### src/pkg/uec_pkg.sv
package uec_pkg;
  localparam int ADDR_W = 8;
  localparam logic [7:0] OFF_DEVICE_ADDRESS = 8'h00;
  localparam logic [7:0] OFF_EP_BASE = 8'h04;
  localparam logic [7:0] EP_STRIDE = 8'h08;
  localparam logic [7:0] EP_RX_DELTA = 8'h04;
  localparam logic [7:0] OFF_BUFFER_BASE_HIGH = 8'h1C;
  localparam logic [7:0] OFF_TRANSFER_IDENTITY = 8'h20;
  localparam logic [7:0] OFF_TOKEN_TYPE = 8'h24;
  localparam logic [7:0] OFF_INTERFACE_CONTROL = 8'h28;
  localparam logic [7:0] OFF_EVENT_FLAGS = 8'h2C;
  localparam logic [7:0] RST_DEVICE_ADDRESS = 8'h00;
  localparam logic [7:0] RST_TX_CONTROL = 8'h00;
  localparam logic [7:0] RST_RX_CONTROL = 8'h00;
  localparam logic [7:0] RST_EP0_RX_CONTROL = 8'h80;
  localparam int BIT_STATUS_STAGE = 7;
  localparam int BIT_CONTROL_TYPE = 7;
  localparam int BIT_TOGGLE = 6;
  localparam int BIT_EV_CORRECT = 0;
  localparam int BIT_EV_RESET = 1;
  localparam int BIT_FORCED_RESET = 0;
  localparam logic [1:0] AXI_OKAY = 2'h0;
  localparam logic [1:0] AXI_DECERR = 2'h3;
  typedef enum logic [1:0] {
    UEC_STAT_DISABLED = 2'b00,
    UEC_STAT_STALL = 2'b01,
    UEC_STAT_NAK = 2'b10,
    UEC_STAT_VALID = 2'b11
  } uec_stat_t;
  typedef enum logic [1:0] {
    UEC_TOK_OUT = 2'b00,
    UEC_TOK_BAD = 2'b01,
    UEC_TOK_IN = 2'b10,
    UEC_TOK_SETUP = 2'b11
  } uec_tok_t;
  typedef enum logic [2:0] {
    UEC_RESP_NONE = 3'b000,
    UEC_RESP_ACK = 3'b001,
    UEC_RESP_NAK = 3'b010,
    UEC_RESP_STALL = 3'b011,
    UEC_RESP_DATA = 3'b100
  } uec_resp_t;
endpackage : uec_pkg

### src/pkg/uec_reg_if.sv
`timescale 1ns/1ps
interface uec_reg_if;
  logic wr;
  logic [7:0] waddr;
  logic [7:0] wdata;
  logic whit;
  logic [7:0] raddr;
  logic [7:0] rdata;
  logic rhit;
  modport bus (output wr, waddr, wdata, raddr, input whit, rdata, rhit);
  modport regs (input wr, waddr, wdata, raddr, output whit, rdata, rhit);
endinterface : uec_reg_if

### src/logic/uec_axil.sv
`timescale 1ns/1ps
module uec_axil (
  input wire logic clock,
  input wire logic rst,
  input wire logic [uec_pkg::ADDR_W-1:0] s_axi_awaddr,
  input wire logic s_axi_awvalid,
  output logic s_axi_awready,
  input wire logic [31:0] s_axi_wdata,
  input wire logic [3:0] s_axi_wstrb,
  input wire logic s_axi_wvalid,
  output logic s_axi_wready,
  output logic [1:0] s_axi_bresp,
  output logic s_axi_bvalid,
  input wire logic s_axi_bready,
  input wire logic [uec_pkg::ADDR_W-1:0] s_axi_araddr,
  input wire logic s_axi_arvalid,
  output logic s_axi_arready,
  output logic [31:0] s_axi_rdata,
  output logic [1:0] s_axi_rresp,
  output logic s_axi_rvalid,
  input wire logic s_axi_rready,
  uec_reg_if.bus reg_port
);
  logic [7:0] aw_addr;
  logic [7:0] w_data;
  logic w_lane0;
  logic both_held;
  // Address and data are taken in either order; the write fires once both are held and byte lane 0 is strobed
  assign both_held = ~s_axi_awready & ~s_axi_wready & ~s_axi_bvalid;
  assign reg_port.wr = both_held & w_lane0;
  assign reg_port.waddr = aw_addr;
  assign reg_port.wdata = w_data;
  assign reg_port.raddr = s_axi_araddr;

  always_ff @(posedge clock) begin
    if (rst) begin
      s_axi_awready <= 1'b1;
      s_axi_wready <= 1'b1;
      s_axi_bvalid <= 1'b0;
      s_axi_bresp <= uec_pkg::AXI_OKAY;
      aw_addr <= 8'h00;
      w_data <= 8'h00;
      w_lane0 <= 1'b0;
    end else begin
      if (s_axi_awvalid && s_axi_awready) begin
        s_axi_awready <= 1'b0;
        aw_addr <= s_axi_awaddr;
      end
      if (s_axi_wvalid && s_axi_wready) begin
        s_axi_wready <= 1'b0;
        w_data <= s_axi_wdata[7:0];
        w_lane0 <= s_axi_wstrb[0];
      end
      if (both_held) begin
        s_axi_bvalid <= 1'b1;
        s_axi_bresp <= reg_port.whit ? uec_pkg::AXI_OKAY : uec_pkg::AXI_DECERR;
      end else if (s_axi_bvalid && s_axi_bready) begin
        s_axi_bvalid <= 1'b0;
        s_axi_awready <= 1'b1;
        s_axi_wready <= 1'b1;
      end
    end
  end

  always_ff @(posedge clock) begin
    if (rst) begin
      s_axi_arready <= 1'b1;
      s_axi_rvalid <= 1'b0;
      s_axi_rdata <= 32'h00000000;
      s_axi_rresp <= uec_pkg::AXI_OKAY;
    end else if (s_axi_arvalid && s_axi_arready) begin
      s_axi_arready <= 1'b0;
      s_axi_rvalid <= 1'b1;
      s_axi_rdata <= {24'h000000, reg_port.rdata};
      s_axi_rresp <= reg_port.rhit ? uec_pkg::AXI_OKAY : uec_pkg::AXI_DECERR;
    end else if (s_axi_rvalid && s_axi_rready) begin
      s_axi_rvalid <= 1'b0;
      s_axi_arready <= 1'b1;
    end
  end
endmodule : uec_axil

### src/logic/uec_ep_resp.sv
`timescale 1ns/1ps
module uec_ep_resp (
  input wire logic [1:0] tok_pid,
  input wire logic [6:0] tok_addr,
  input wire logic [3:0] tok_ep,
  input wire logic [3:0] out_len,
  input wire logic [6:0] dev_addr,
  input wire logic ctr_flag,
  input wire logic [2:0][7:0] tx_ctrl,
  input wire logic [2:0][7:0] rx_ctrl,
  output uec_pkg::uec_resp_t code,
  output logic [1:0] ep_idx
);
  function automatic uec_pkg::uec_resp_t gate(input logic [1:0] st, input logic busy,
                                               input uec_pkg::uec_resp_t ok);
    unique case (st)
      uec_pkg::UEC_STAT_DISABLED: gate = uec_pkg::UEC_RESP_NONE;
      uec_pkg::UEC_STAT_STALL: gate = uec_pkg::UEC_RESP_STALL;
      uec_pkg::UEC_STAT_NAK: gate = uec_pkg::UEC_RESP_NAK;
      uec_pkg::UEC_STAT_VALID: gate = busy ? uec_pkg::UEC_RESP_NAK : ok;
    endcase
  endfunction : gate

  logic addr_ok;
  logic ep0_hit;
  logic ep1_hit;
  logic ep2_hit;
  logic found;
  logic is_control;
  logic status_stall;
  logic [7:0] tx_sel;
  logic [7:0] rx_sel;
  uec_pkg::uec_resp_t out_ok;
  assign addr_ok = tok_addr == dev_addr;
  assign ep0_hit = tok_ep == 4'h0;
  assign ep1_hit = rx_ctrl[1][3:0] == tok_ep;
  assign ep2_hit = rx_ctrl[2][3:0] == tok_ep;
  assign found = addr_ok & (ep0_hit | ep1_hit | ep2_hit);
  assign ep_idx = ep0_hit ? 2'h0 : (ep1_hit ? 2'h1 : 2'h2);
  assign tx_sel = tx_ctrl[ep_idx];
  assign rx_sel = rx_ctrl[ep_idx];
  assign is_control = (ep_idx == 2'h0) | rx_sel[uec_pkg::BIT_CONTROL_TYPE];
  assign status_stall = tx_sel[uec_pkg::BIT_STATUS_STAGE] & (out_len != 4'h0);
  assign out_ok = status_stall ? uec_pkg::UEC_RESP_STALL : uec_pkg::UEC_RESP_ACK;

  always_comb begin
    code = uec_pkg::UEC_RESP_NONE;
    if (found) begin
      unique case (tok_pid)
        uec_pkg::UEC_TOK_IN: code = gate(tx_sel[5:4], ctr_flag, uec_pkg::UEC_RESP_DATA);
        uec_pkg::UEC_TOK_OUT: code = gate(rx_sel[5:4], ctr_flag, out_ok);
        uec_pkg::UEC_TOK_SETUP: begin
          if (is_control) begin
            code = gate(rx_sel[5:4], ctr_flag, uec_pkg::UEC_RESP_ACK);
          end
        end
        default: code = uec_pkg::UEC_RESP_NONE;
      endcase
    end
  end
endmodule : uec_ep_resp

### src/logic/uec_top.sv
// The placing of the registers and the AXI4-Lite interface to the registers were chosen for this implementation.
`timescale 1ns/1ps
module uec_top (
  input wire logic clock,
  input wire logic rst,
  input wire logic [uec_pkg::ADDR_W-1:0] s_axi_awaddr,
  input wire logic s_axi_awvalid,
  output logic s_axi_awready,
  input wire logic [31:0] s_axi_wdata,
  input wire logic [3:0] s_axi_wstrb,
  input wire logic s_axi_wvalid,
  output logic s_axi_wready,
  output logic [1:0] s_axi_bresp,
  output logic s_axi_bvalid,
  input wire logic s_axi_bready,
  input wire logic [uec_pkg::ADDR_W-1:0] s_axi_araddr,
  input wire logic s_axi_arvalid,
  output logic s_axi_arready,
  output logic [31:0] s_axi_rdata,
  output logic [1:0] s_axi_rresp,
  output logic s_axi_rvalid,
  input wire logic s_axi_rready,
  input wire logic usb_reset_evt,
  input wire logic tok_valid,
  input wire logic [1:0] tok_pid,
  input wire logic [6:0] tok_addr,
  input wire logic [3:0] tok_ep,
  input wire logic [3:0] out_len,
  input wire logic data_pid,
  input wire logic xfer_ok,
  input wire logic dma_step,
  output logic resp_valid,
  output logic [2:0] resp_code,
  output logic resp_data_pid,
  output logic [3:0] resp_len,
  output logic [15:0] dma_addr,
  output logic iface_in_reset,
  output logic correct_transfer_flag
);
  function automatic logic hit(input logic [7:0] a, input logic [7:0] off);
    hit = a[7:2] == off[7:2];
  endfunction : hit

  function automatic logic [7:0] ep_off(input int n, input logic rx);
    ep_off = uec_pkg::OFF_EP_BASE + 8'(n) * uec_pkg::EP_STRIDE
             + (rx ? uec_pkg::EP_RX_DELTA : 8'h00);
  endfunction : ep_off

  uec_reg_if reg_port ();

  uec_axil u_axil (
    .clock(clock),
    .rst(rst),
    .s_axi_awaddr(s_axi_awaddr),
    .s_axi_awvalid(s_axi_awvalid),
    .s_axi_awready(s_axi_awready),
    .s_axi_wdata(s_axi_wdata),
    .s_axi_wstrb(s_axi_wstrb),
    .s_axi_wvalid(s_axi_wvalid),
    .s_axi_wready(s_axi_wready),
    .s_axi_bresp(s_axi_bresp),
    .s_axi_bvalid(s_axi_bvalid),
    .s_axi_bready(s_axi_bready),
    .s_axi_araddr(s_axi_araddr),
    .s_axi_arvalid(s_axi_arvalid),
    .s_axi_arready(s_axi_arready),
    .s_axi_rdata(s_axi_rdata),
    .s_axi_rresp(s_axi_rresp),
    .s_axi_rvalid(s_axi_rvalid),
    .s_axi_rready(s_axi_rready),
    .reg_port(reg_port.bus)
  );

  // Register state
  logic [6:0] dev_addr;
  logic [2:0][7:0] tx_ctrl;
  logic [2:0][7:0] rx_ctrl;
  logic [2:0][7:0] next_tx;
  logic [2:0][7:0] next_rx;
  logic [7:0] base_high;
  logic [1:0] base_low;
  logic [1:0] cap_tok;
  logic [1:0] cap_ep;
  logic forced_interface_reset;
  logic reset_flag;

  // Pending transaction, kept from the token until its outcome
  logic pend_valid;
  logic [1:0] pend_pid;
  logic [1:0] pend_ep;

  logic usb_rst;
  logic done;
  logic done_ok;
  logic out_match;
  logic release_evt;
  logic ev_clear_ctr;
  logic ev_clear_rst;
  logic wr_device_address;
  logic wr_base_high;
  logic wr_identity;
  logic wr_control;
  logic wr_events;
  logic [2:0] wr_tx;
  logic [2:0] wr_rx;
  logic [2:0] rd_tx;
  logic [2:0] rd_rx;
  logic [7:0] wd;
  logic [7:0] ra;
  logic [15:0] buf_start;
  uec_pkg::uec_resp_t code;
  logic [1:0] ep_idx;
  logic accept;

  assign usb_rst = usb_reset_evt | forced_interface_reset;
  assign wd = reg_port.wdata;
  assign ra = reg_port.raddr;

  // Write decode
  assign wr_device_address = reg_port.wr & hit(reg_port.waddr, uec_pkg::OFF_DEVICE_ADDRESS);
  assign wr_base_high = reg_port.wr & hit(reg_port.waddr, uec_pkg::OFF_BUFFER_BASE_HIGH);
  assign wr_identity = reg_port.wr & hit(reg_port.waddr, uec_pkg::OFF_TRANSFER_IDENTITY);
  assign wr_control = reg_port.wr & hit(reg_port.waddr, uec_pkg::OFF_INTERFACE_CONTROL);
  assign wr_events = reg_port.wr & hit(reg_port.waddr, uec_pkg::OFF_EVENT_FLAGS);

  for (genvar g = 0; g < 3; g++) begin : g_dec
    assign wr_tx[g] = reg_port.wr & hit(reg_port.waddr, ep_off(g, 1'b0));
    assign wr_rx[g] = reg_port.wr & hit(reg_port.waddr, ep_off(g, 1'b1));
    assign rd_tx[g] = hit(ra, ep_off(g, 1'b0));
    assign rd_rx[g] = hit(ra, ep_off(g, 1'b1));
  end

  assign reg_port.whit = hit(reg_port.waddr, uec_pkg::OFF_DEVICE_ADDRESS)
                         | hit(reg_port.waddr, uec_pkg::OFF_BUFFER_BASE_HIGH)
                         | hit(reg_port.waddr, uec_pkg::OFF_TRANSFER_IDENTITY)
                         | hit(reg_port.waddr, uec_pkg::OFF_TOKEN_TYPE)
                         | hit(reg_port.waddr, uec_pkg::OFF_INTERFACE_CONTROL)
                         | hit(reg_port.waddr, uec_pkg::OFF_EVENT_FLAGS)
                         | (|wr_tx) | (|wr_rx)
                         | (reg_port.waddr[7:2] > 6'h00 && reg_port.waddr[7:2] < 6'h07);

  // Read mux; unmapped words read zero with an error response
  assign reg_port.rhit = hit(ra, uec_pkg::OFF_DEVICE_ADDRESS) | (|rd_tx) | (|rd_rx)
                         | hit(ra, uec_pkg::OFF_BUFFER_BASE_HIGH)
                         | hit(ra, uec_pkg::OFF_TRANSFER_IDENTITY)
                         | hit(ra, uec_pkg::OFF_TOKEN_TYPE)
                         | hit(ra, uec_pkg::OFF_INTERFACE_CONTROL)
                         | hit(ra, uec_pkg::OFF_EVENT_FLAGS);
  assign reg_port.rdata =
      hit(ra, uec_pkg::OFF_DEVICE_ADDRESS) ? {1'b0, dev_addr} :
      rd_tx[0] ? tx_ctrl[0] :
      rd_rx[0] ? {1'b1, rx_ctrl[0][6:4], 4'h0} :
      rd_tx[1] ? tx_ctrl[1] :
      rd_rx[1] ? rx_ctrl[1] :
      rd_tx[2] ? tx_ctrl[2] :
      rd_rx[2] ? rx_ctrl[2] :
      hit(ra, uec_pkg::OFF_BUFFER_BASE_HIGH) ? base_high :
      hit(ra, uec_pkg::OFF_TRANSFER_IDENTITY) ? {base_low, cap_ep, 4'h0} :
      hit(ra, uec_pkg::OFF_TOKEN_TYPE) ? {cap_tok, 6'h00} :
      hit(ra, uec_pkg::OFF_INTERFACE_CONTROL) ? {7'h00, forced_interface_reset} :
      hit(ra, uec_pkg::OFF_EVENT_FLAGS) ? {6'h00, reset_flag, correct_transfer_flag} :
      8'h00;

  // Token answer
  uec_ep_resp u_resp (
    .tok_pid(tok_pid),
    .tok_addr(tok_addr),
    .tok_ep(tok_ep),
    .out_len(out_len),
    .dev_addr(dev_addr),
    .ctr_flag(correct_transfer_flag),
    .tx_ctrl(tx_ctrl),
    .rx_ctrl(rx_ctrl),
    .code(code),
    .ep_idx(ep_idx)
  );

  // Only a data packet sent or an ACK given can later become a correct transfer
  assign accept = tok_valid & ~usb_rst
                  & (code == uec_pkg::UEC_RESP_DATA || code == uec_pkg::UEC_RESP_ACK);
  assign done = xfer_ok & pend_valid & ~usb_rst;
  assign out_match = data_pid == rx_ctrl[pend_ep][uec_pkg::BIT_TOGGLE];
  // A mismatched OUT toggle is a repeat of old data, not a correct transfer
  assign done_ok = done & ((pend_pid != uec_pkg::UEC_TOK_OUT) | out_match);
  assign release_evt = wr_control & ~wd[uec_pkg::BIT_FORCED_RESET] & forced_interface_reset;
  assign ev_clear_ctr = wr_events & wd[uec_pkg::BIT_EV_CORRECT];
  assign ev_clear_rst = wr_events & wd[uec_pkg::BIT_EV_RESET];
  assign buf_start = {base_high, base_low, 6'h00};

  // Endpoint control next state: bus reset, then hardware update, then software
  always_comb begin
    next_tx = tx_ctrl;
    next_rx = rx_ctrl;
    for (int i = 0; i < 3; i++) begin
      if (wr_tx[i]) begin
        next_tx[i] = wd;
      end
      if (wr_rx[i]) begin
        next_rx[i] = (i == 0) ? {1'b1, wd[6:4], 4'h0} : wd;
      end
      if (done_ok && pend_ep == 2'(i)) begin
        unique case (pend_pid)
          uec_pkg::UEC_TOK_IN: begin
            next_tx[i][uec_pkg::BIT_TOGGLE] = ~tx_ctrl[i][uec_pkg::BIT_TOGGLE];
            next_tx[i][5:4] = uec_pkg::UEC_STAT_NAK;
          end
          uec_pkg::UEC_TOK_OUT: begin
            next_rx[i][uec_pkg::BIT_TOGGLE] = ~rx_ctrl[i][uec_pkg::BIT_TOGGLE];
            next_rx[i][5:4] = uec_pkg::UEC_STAT_NAK;
          end
          uec_pkg::UEC_TOK_SETUP: begin
            next_tx[i][uec_pkg::BIT_TOGGLE] = 1'b1;
            // Cleared for the DATA0 setup packet, then flipped by its arrival
            next_rx[i][uec_pkg::BIT_TOGGLE] = 1'b1;
            next_tx[i][5:4] = uec_pkg::UEC_STAT_NAK;
            next_rx[i][5:4] = uec_pkg::UEC_STAT_NAK;
          end
          default: begin
            next_tx[i] = tx_ctrl[i];
          end
        endcase
      end
      if (usb_rst) begin
        next_tx[i] = uec_pkg::RST_TX_CONTROL;
        next_rx[i] = (i == 0) ? uec_pkg::RST_EP0_RX_CONTROL : uec_pkg::RST_RX_CONTROL;
      end
    end
  end

  always_ff @(posedge clock) begin
    if (rst) begin
      tx_ctrl <= {3{uec_pkg::RST_TX_CONTROL}};
      rx_ctrl <= {uec_pkg::RST_RX_CONTROL, uec_pkg::RST_RX_CONTROL,
                  uec_pkg::RST_EP0_RX_CONTROL};
    end else begin
      tx_ctrl <= next_tx;
      rx_ctrl <= next_rx;
    end
  end

  always_ff @(posedge clock) begin
    if (rst || usb_rst) begin
      dev_addr <= uec_pkg::RST_DEVICE_ADDRESS[6:0];
    end else if (wr_device_address) begin
      dev_addr <= wd[6:0];
    end
  end

  always_ff @(posedge clock) begin
    if (rst) begin
      base_high <= 8'h00;
      base_low <= 2'h0;
      forced_interface_reset <= 1'b0;
    end else begin
      if (wr_base_high) begin
        base_high <= wd;
      end
      if (wr_identity) begin
        base_low <= wd[7:6];
      end
      if (wr_control) begin
        forced_interface_reset <= wd[uec_pkg::BIT_FORCED_RESET];
      end
    end
  end

  // Event flags: a hardware set in the same cycle as a clear wins
  always_ff @(posedge clock) begin
    if (rst) begin
      correct_transfer_flag <= 1'b0;
      reset_flag <= 1'b0;
    end else begin
      correct_transfer_flag <= done_ok | (correct_transfer_flag & ~ev_clear_ctr);
      reset_flag <= usb_reset_evt | release_evt | (reset_flag & ~ev_clear_rst);
    end
  end

  always_ff @(posedge clock) begin
    if (rst) begin
      cap_tok <= 2'h0;
      cap_ep <= 2'h0;
    end else if (done_ok && !correct_transfer_flag) begin
      cap_tok <= pend_pid;
      cap_ep <= pend_ep;
    end
  end

  always_ff @(posedge clock) begin
    if (rst || usb_rst) begin
      pend_valid <= 1'b0;
      pend_pid <= uec_pkg::UEC_TOK_OUT;
      pend_ep <= 2'h0;
    end else if (tok_valid) begin
      pend_valid <= accept;
      pend_pid <= tok_pid;
      pend_ep <= ep_idx;
    end else if (done) begin
      pend_valid <= 1'b0;
    end
  end

  // Answer to the link, one cycle after the token
  always_ff @(posedge clock) begin
    if (rst) begin
      resp_valid <= 1'b0;
      resp_code <= uec_pkg::UEC_RESP_NONE;
      resp_data_pid <= 1'b0;
      resp_len <= 4'h0;
    end else begin
      resp_valid <= tok_valid & ~usb_rst;
      resp_code <= usb_rst ? uec_pkg::UEC_RESP_NONE : code;
      resp_data_pid <= tx_ctrl[ep_idx][uec_pkg::BIT_TOGGLE];
      resp_len <= tx_ctrl[ep_idx][3:0];
    end
  end

  // Buffer pointer: each slot starts at offset 000 and walks upward
  always_ff @(posedge clock) begin
    if (rst) begin
      dma_addr <= 16'h0000;
    end else if (accept) begin
      dma_addr <= buf_start | {10'h000, ep_idx, tok_pid == uec_pkg::UEC_TOK_IN, 3'h0};
    end else if (dma_step) begin
      dma_addr <= dma_addr + 16'h0001;
    end
  end

  always_ff @(posedge clock) begin
    if (rst) begin
      iface_in_reset <= 1'b0;
    end else begin
      iface_in_reset <= usb_rst;
    end
  end
endmodule : uec_top

### config.mk
export PLATFORM = sky130hd
export DESIGN_NAME = uec_top
export DESIGN_NICKNAME = d
export VERILOG_FILES = /design/src/pkg/uec_pkg.sv /design/src/pkg/uec_reg_if.sv /design/src/logic/uec_axil.sv /design/src/logic/uec_ep_resp.sv /design/src/logic/uec_top.sv
export SDC_FILE = /design/constraint.sdc
export NUM_CORES = 1
export LEC_CHECK = 0
export BUFFER_PORTS_ARGS = -buffer_cell sky130_fd_sc_hd__buf_2
export CORE_MARGIN = 4
export CORE_UTILIZATION = 57
export CTS_CLUSTER_SIZE = 8
export DETAILED_ROUTE_END_ITERATION = 10
export PLACE_DENSITY_LB_ADDON = 0.25
export SETUP_SLACK_MARGIN = 0.3
export SYNTH_ARGS = -nofsm -noshare
export SYNTH_HDL_FRONTEND = slang
export SYNTH_HIERARCHICAL = 1
export SYNTH_SLANG_ARGS = --single-unit
### constraint.sdc
create_clock -name clock -period 8.8 [get_ports clock]
set_clock_uncertainty 0.05 [all_clocks]
set_input_delay 0.88 -clock clock [delete_from_list [all_inputs] [get_ports clock]]
set_output_delay 0.88 -clock clock [all_outputs]
set_load 0.01 [all_outputs]
# After elaboration in Yosys (flattened, before gate mapping)
# Index checks and enable logic that the tools add are counted.
[classes]
n_addsub = 1
magnitude_cmp = 4
eq_ne = 46
muxes = 72
bitwise = 64
n_reduce_logical = 34
[ops]
columns = ["operator", "count"]
rows = [
  ["$mux W8", 18],
  ["$bmux W8 S2", 3],
  ["$eq A6 B3 Y1 const B", 8],
  ["$eq A6 B4 Y1 const B", 8],
  ["$pmux W3 S3", 4],
  ["$pmux W3 S4", 3],
  ["$mux W16", 2],
  ["$mux W7", 4],
  ["$and A1 B1 Y1", 27],
  ["$eq A6 B2 Y1 const B", 4],
  ["$or A1 B1 Y1", 23],
  ["$mux W3", 7],
  ["$eq A2 B2 Y1 const B", 9],
  ["$pmux W3 S2", 3],
  ["$mux W1", 17],
  ["$add A16 B1 Y16 const B", 1],
  ["$mux W2", 8],
  ["$or A16 B6 Y16", 1],
  ["$reduce_or A3 Y1", 5],
  ["$not A1 Y1", 13],
  ["$eq A6 B1 Y1 const B", 2],
  ["$logic_not A2 Y1", 6],
  ["$logic_not A6 Y1", 2],
  ["$mux W4", 3],
  ["other kinds (18)", 40],
]
[word_totals]
regBits = 132
input_bits = 81
output_inout_bits = 68
word_cells = 260

# Depth between registers and ports, before layout
[logic_depth]
ltp_word = 15
ltp_mapped = 12
depth_no_buf = 12

# By module
# The synthesis kept the hierarchy.
[modules_own_cells]
columns = ["module", "instances", "cells_each", "area_each_um2", "seq_area_each_um2"]
rows = [
  ["uec_top", 1, 583, 5124.9, 1961.9],
  ["uec_axil", 1, 178, 1601.5, 640.6],
  ["uec_ep_resp", 1, 63, 452.9, 0.0],
]

# Worst setup path before layout
# OpenSTA, ideal clock, no wires.
[synth_path]
path_type = "input to register"
start = "input port tok_ep[1]"
end = "register dma_addr[3]"
setup_time_ns = 0.128
arrival_ns = 3.228
required_time_ns = 8.622
slack_ns = 5.394
path_stages = 11
path_buffers = 1
path_cell_list = "xor2_1 > nor4_4 > nor3_1 > a211o_2 > nor2_1 > nor4b_1 > xor2_1 > nand4b_1 > clkbuf_1 > a21oi_1 > nor2_1"
[synth_between]
word_cells_on_any_way = 37
classes_between = "eq/ne: 10; mux: 15; bitwise: 6; reduce/logical: 6"
[synth_rtl]
columns = ["item", "line", "rtl"]
rows = [
  ["start, declared", "uec_top.sv:27", "input wire logic [3:0] tok_ep,"],
  ["$eq A4 B4 Y1", "uec_ep_resp.sv:36", "assign ep1_hit = rx_ctrl[1][3:0] == tok_ep;"],
  ["$mux W2 (2 in series)", "uec_ep_resp.sv:39", "assign ep_idx = ep0_hit ? 2'h0 : (ep1_hit ? 2'h1 : 2'h2);"],
  ["$bmux W8 S2, on equally long branches", "uec_ep_resp.sv:41, uec_ep_resp.sv:40", ""],
  ["$mux W8, on equally long branches", "uec_ep_resp.sv:41, uec_ep_resp.sv:40", ""],
  ["$eq A2 B2 Y1 (tied with other cells)", "uec_ep_resp.sv:16", "unique case (st)"],
  ["$pmux W3 S4 or $mux W3 (tied branches)", "uec_ep_resp.sv:16, uec_ep_resp.sv:53", ""],
  ["$pmux W3 S3", "uec_ep_resp.sv:49", "unique case (tok_pid)"],
  ["$mux W3 *", "uec_ep_resp.sv:48", "if (found) begin"],
  ["net code[2]", "uec_top.sv:111", "uec_pkg::uec_resp_t code;"],
  ["$eq A3 B3 Y1 or $eq A3 B1 Y1 (tied branches)", "uec_top.sv:180", "& (code == uec_pkg::UEC_RESP_DATA || code == uec_pkg::UEC_RESP_ACK);"],
  ["$logic_or A1 B1 Y1 *", "uec_top.sv:180", ""],
  ["$and A1 B1 Y1 *", "uec_top.sv:180", ""],
  ["$mux W16 or $reduce_bool A2 Y1 (tied branches)", "n/a", ""],
  ["end signal, assigned", "uec_top.sv:322", "dma_addr <= buf_start | {10'h000, ep_idx, tok_pid == uec_pkg::UEC_TOK_IN, 3'h0};"],
  ["end signal, assigned", "uec_top.sv:324", "dma_addr <= dma_addr + 16'h0001;"],
  ["end, declared", "uec_top.sv:36", "output logic [15:0] dma_addr,"],
]
# The timed path passes the listed nets; every way through them passes the cells marked *. The select of a mux whose other input is x is not followed.
# A chain may end at the register's enable or synchronous reset.

# Worst setup path in the final report
[layout_path]
start = "input port tok_ep[0]"
end = "register dma_addr[3]"
# Same word-level chain as after synthesis.

==> impl_results.html <==
<table>
<tr><th>Metric</th><th>Value</th></tr>
<tr><th colspan="2">Synthesis</th></tr>
<tr><td>Synth Area per Inst</td><td>approximately 8.7 sq um</td></tr>
<tr><td>Cell count after synthesis</td><td>812</td></tr>
<tr><td>Number of warnings issued by yosys</td><td>6</td></tr>
<tr><td>Post-Synthesis Cell Area</td><td>0.00708 sq mm</td></tr>
<tr><th colspan="2">Cells and area</th></tr>
<tr><td>Area Growth Syn to Fin</td><td>13.0%</td></tr>
<tr><td>Core Util, Final</td><td>66.3%</td></tr>
<tr><td>Diode insertion count for antenna repair</td><td>0</td></tr>
<tr><td>Fraction of layout cells with a size suffix above 1</td><td>20.9%</td></tr>
<tr><td>Count of nets after finishing</td><td>956</td></tr>
<tr><td>Final std cells w/o fill</td><td>roughly 1100</td></tr>
<tr><th colspan="2">Worst setup path</th></tr>
<tr><td>Worst Path Class, Setup</td><td>in -&gt; reg</td></tr>
<tr><td>Critical Path Fanout Max</td><td>27</td></tr>
<tr><td>Critical path startpoint</td><td>tok_ep[0]</td></tr>
<tr><td>Crit start category</td><td>input port</td></tr>
<tr><td>Endpoint of the most critical setup path</td><td>dma_addr[3]</td></tr>
<tr><td>Worst endpoint data arrival time</td><td>4.78 ns</td></tr>
<tr><td>Crit path capture type</td><td>flip-flop</td></tr>
<tr><td>Register-to-Register Setup Slack</td><td>4.70 ns</td></tr>
<tr><td>R2R depth</td><td>11</td></tr>
<tr><td>Reg2Reg Launch Point</td><td>rx_ctrl[9]</td></tr>
<tr><td>End of the worst register-to-register path</td><td>dma_addr[3]</td></tr>
<tr><td>Endpoint required time on the critical path</td><td>9.10 ns</td></tr>
<tr><th colspan="2">Timing</th></tr>
<tr><td>Max-Slew Margin vs Limit</td><td>27.0%</td></tr>
<tr><td>Achievable clock frequency</td><td>223 MHz</td></tr>
<tr><td>Setup-violating endpoint count in the final report</td><td>0</td></tr>
<tr><td>Worst path setup slack after routing</td><td>approximately 4.3 ns</td></tr>
<tr><td>Actual transition at the worst max-transition pin</td><td>1.09 ns</td></tr>
<tr><td>Final Hold Violating Endpoints</td><td>0</td></tr>
<tr><td>Max-slew violations</td><td>0</td></tr>
<tr><td>Period utilisation layout</td><td>50.9%</td></tr>
<tr><td>Minimum clock period</td><td>4.48 ns</td></tr>
<tr><td>Unrepaired setup endpoints after global routing</td><td>false</td></tr>
<tr><td>Setup Total Neg Slack</td><td>0 ns</td></tr>
<tr><th colspan="2">CTS</th></tr>
<tr><td>Cell chosen for the clock root</td><td>clkbuf_16</td></tr>
<tr><td>Source-to-sink clock delay at the later pin of the worst-skew pair</td><td>0.42 ns</td></tr>
<tr><td>Number of setup buffers added after CTS</td><td>0</td></tr>
<tr><td>Clk sinks</td><td>128</td></tr>
<tr><td>CTS tree</td><td>built</td></tr>
<tr><td>Post-cts resize count</td><td>0</td></tr>
<tr><td>Number of buffers created by CTS</td><td>17</td></tr>
<tr><td>CTS max path bufs</td><td>2</td></tr>
<tr><td>Hold-fix buffers at CTS</td><td>0</td></tr>
<tr><td>H-tree depth</td><td>4</td></tr>
<tr><td>Post-CTS clock slew at the launch and capture registers of the worst setup and hold paths</td><td>0.05 ns</td></tr>
<tr><th colspan="2">Routing</th></tr>
<tr><td>ANT nets after route</td><td>0</td></tr>
<tr><td>DR DRC count</td><td>0</td></tr>
<tr><td>Drt total wl</td><td>19.5 mm</td></tr>
<tr><td>Detailed router's first-iteration violation count</td><td>around 500</td></tr>
<tr><td>Average via count per standard cell</td><td>approximately 6</td></tr>
<tr><td>Number of search-and-repair iterations in the first detailed-routing pass</td><td>8</td></tr>
<tr><td>Via count</td><td>6166</td></tr>
<tr><td>Final routed wire length divided by cell count</td><td>around 19 microns</td></tr>
<tr><th colspan="2">Worst hold path</th></tr>
<tr><td>Hold crit path type</td><td>reg -&gt; reg</td></tr>
<tr><td>Worst hold stages</td><td>2</td></tr>
<tr><th colspan="2">Placed design</th></tr>
<tr><td>Placed Instances</td><td>1019</td></tr>
<tr><td>Buffers on Ports</td><td>93</td></tr>
<tr><td>Setup Slack @ Placement</td><td>just over 4 ns</td></tr>
<tr><td>Final weighted congestion in routability-driven placement</td><td>0.963</td></tr>
<tr><td>Post-DP HPWL</td><td>~14 mm</td></tr>
<tr><th colspan="2">Die</th></tr>
<tr><td>Io pins</td><td>149</td></tr>
<tr><td>Core ar.</td><td>between 0.01 and 0.015 sq mm</td></tr>
<tr><td>Initial standard-cell utilization of the core</td><td>58.7%</td></tr>
<tr><td>Num rows</td><td>40</td></tr>
<tr><td>Horizontal die dimension</td><td>119 microns</td></tr>
<tr><td>Chip height</td><td>119 microns</td></tr>
<tr><td>Area of the die</td><td>0.0143 sq mm</td></tr>
<tr><th colspan="2">Global route</th></tr>
<tr><td>Gr ovfl total</td><td>0</td></tr>
<tr><td>Largest net degree at the start of global routing</td><td>about 70</td></tr>
<tr><td>Overall fraction of global-route tracks in use</td><td>27.2%</td></tr>
<tr><td>Antenna violations before repair</td><td>0</td></tr>
<tr><td>Global-route wire length before repair</td><td>30.5 mm</td></tr>
<tr><td>Vias in the first global route</td><td>5743</td></tr>
<tr><th colspan="2">Power and ir drop</th></tr>
<tr><td>Largest voltage drop on the vdd net</td><td>120 uV</td></tr>
<tr><td>Pwr/cell area</td><td>~180 mW/mm^2</td></tr>
<tr><td>Fraction of power consumed by the clock network</td><td>49.7%</td></tr>
<tr><td>Proportion of power drawn by combinational gates</td><td>7.3%</td></tr>
<tr><td>Cell-internal power</td><td>1.08 mW</td></tr>
<tr><td>Sequential Power Share</td><td>a little over two fifths</td></tr>
<tr><td>Switching portion of total power</td><td>approximately a quarter</td></tr>
<tr><td>Post-layout total power</td><td>1.41 mW</td></tr>
<tr><td>Leak pwr</td><td>3.30 nW</td></tr>
<tr><td>Sw power</td><td>roughly 0.34 mW</td></tr>
<tr><th colspan="2">Job</th></tr>
<tr><td>Count of maximum capacitance violations</td><td>0</td></tr>
<tr><th colspan="2">Outcome</th></tr>
<tr><td>Outcome</td><td>finished, final reports clean</td></tr>
</table>
==> layout make-up <==
class / count / area [sq um]
clock inverter: 10 / 136
sequential: 128 / 2560
tap: 168 / 210
fill: 1008 / 4060
clock buffer: 21 / 450
multi-input combinational: 609 / 4090
timing repair buffer: 95 / 480
inverter: 19 / 71.3
==> power groups by stage <==
stage	Sequential [mW]	Clock, mW	Combinational [mW]
finish	0.609	0.703	0.103
global route	0.610	0.738	0.111
detailed placement	0.620	0	0.101
CTS	0.608	0.712	0.101
global placement	0.619	0	0.0982
floorplan	0.610	0	0.0852
==> worst max-delay path, stage by stage <==
cell and delay, ns:
buf_2 0.13, nor4_2 0.92, nor2_1 0.08, a211o_2 0.39
nor2_1 0.13, nor4b_1 0.58, xor2_1 0.22, nand4b_1 0.82
nor3b_1 0.44, a21oi_1 0.07, nor2_1 0.12
==> sequential cells by signal, summed over array words and instances, names as in the netlist, 2 cells and up <==
| name | count |
|---|---|
| resp_len | 4 |
| dma_addr | 16 |
| pend_ep | 2 |
| cap_ep | 2 |
| tx_ctrl | 24 |
| rx_ctrl | 19 |
| base_high | 8 |
| pend_pid | 2 |
| resp_code | 3 |
| u_axil/reg_port.waddr | 6 |
| cap_tok | 2 |
| base_low | 2 |
| u_axil/s_axi_rdata | 8 |
| dev_addr | 7 |
| u_axil/reg_port.wdata | 8 |
==> layout by cell type (no fill, tap or decap), types with 20 or more instances in the layout <==
| master | instances |
|---|---|
| a21oi_1 | 63 |
| buf_2 | 93 |
| conb_1 | 24 |
| dfxtp_1 | 128 |
| mux2i_1 | 74 |
| nand2_1 | 31 |
| nand3_1 | 35 |
| nor2_1 | 110 |
| xor2_1 | 20 |
==> stage by stage <==
| step | hold slack, ns | instance area, sq um |
|---|---|---|
| after floorplan | 0.399 | 7160 |
| after global placement | 0.411 | 7410 |
| after global routing | 0.461 | 8000 |
| after detailed placement | 0.427 | 7410 |
| after CTS | 0.440 | 8000 |
| final | 0.435 | 8000 |
==> worst min-delay path by stage <==
stage / endpoint / slack, ns / from
2_1_floorplan: reset_flag / 0.40 / reset_flag
3_3_place_gp: u_axil/s_axi_bresp[0] / 0.41 / u_axil/s_axi_bresp[0]
3_5_place_dp: u_axil/s_axi_bresp[0] / 0.43 / u_axil/s_axi_bresp[0]
4_1_cts: u_axil/s_axi_bresp[0] / 0.44 / u_axil/s_axi_bresp[0]
5_1_grt: u_axil/s_axi_bresp[0] / 0.46 / u_axil/s_axi_bresp[0]
6_report: u_axil/s_axi_bresp[0] / 0.43 / u_axil/s_axi_bresp[0]
==> routing by layer <==
metal  vias up  GRT usage [%]  wire length, microns
li1       2963              -                     -
met1      2879           36.9                  8810
met2       283           42.4                  8660
met3        41           6.03                  1580
met4         0           10.0                   485
met5         -              0                     0
(Power assumes the default switching activity.)
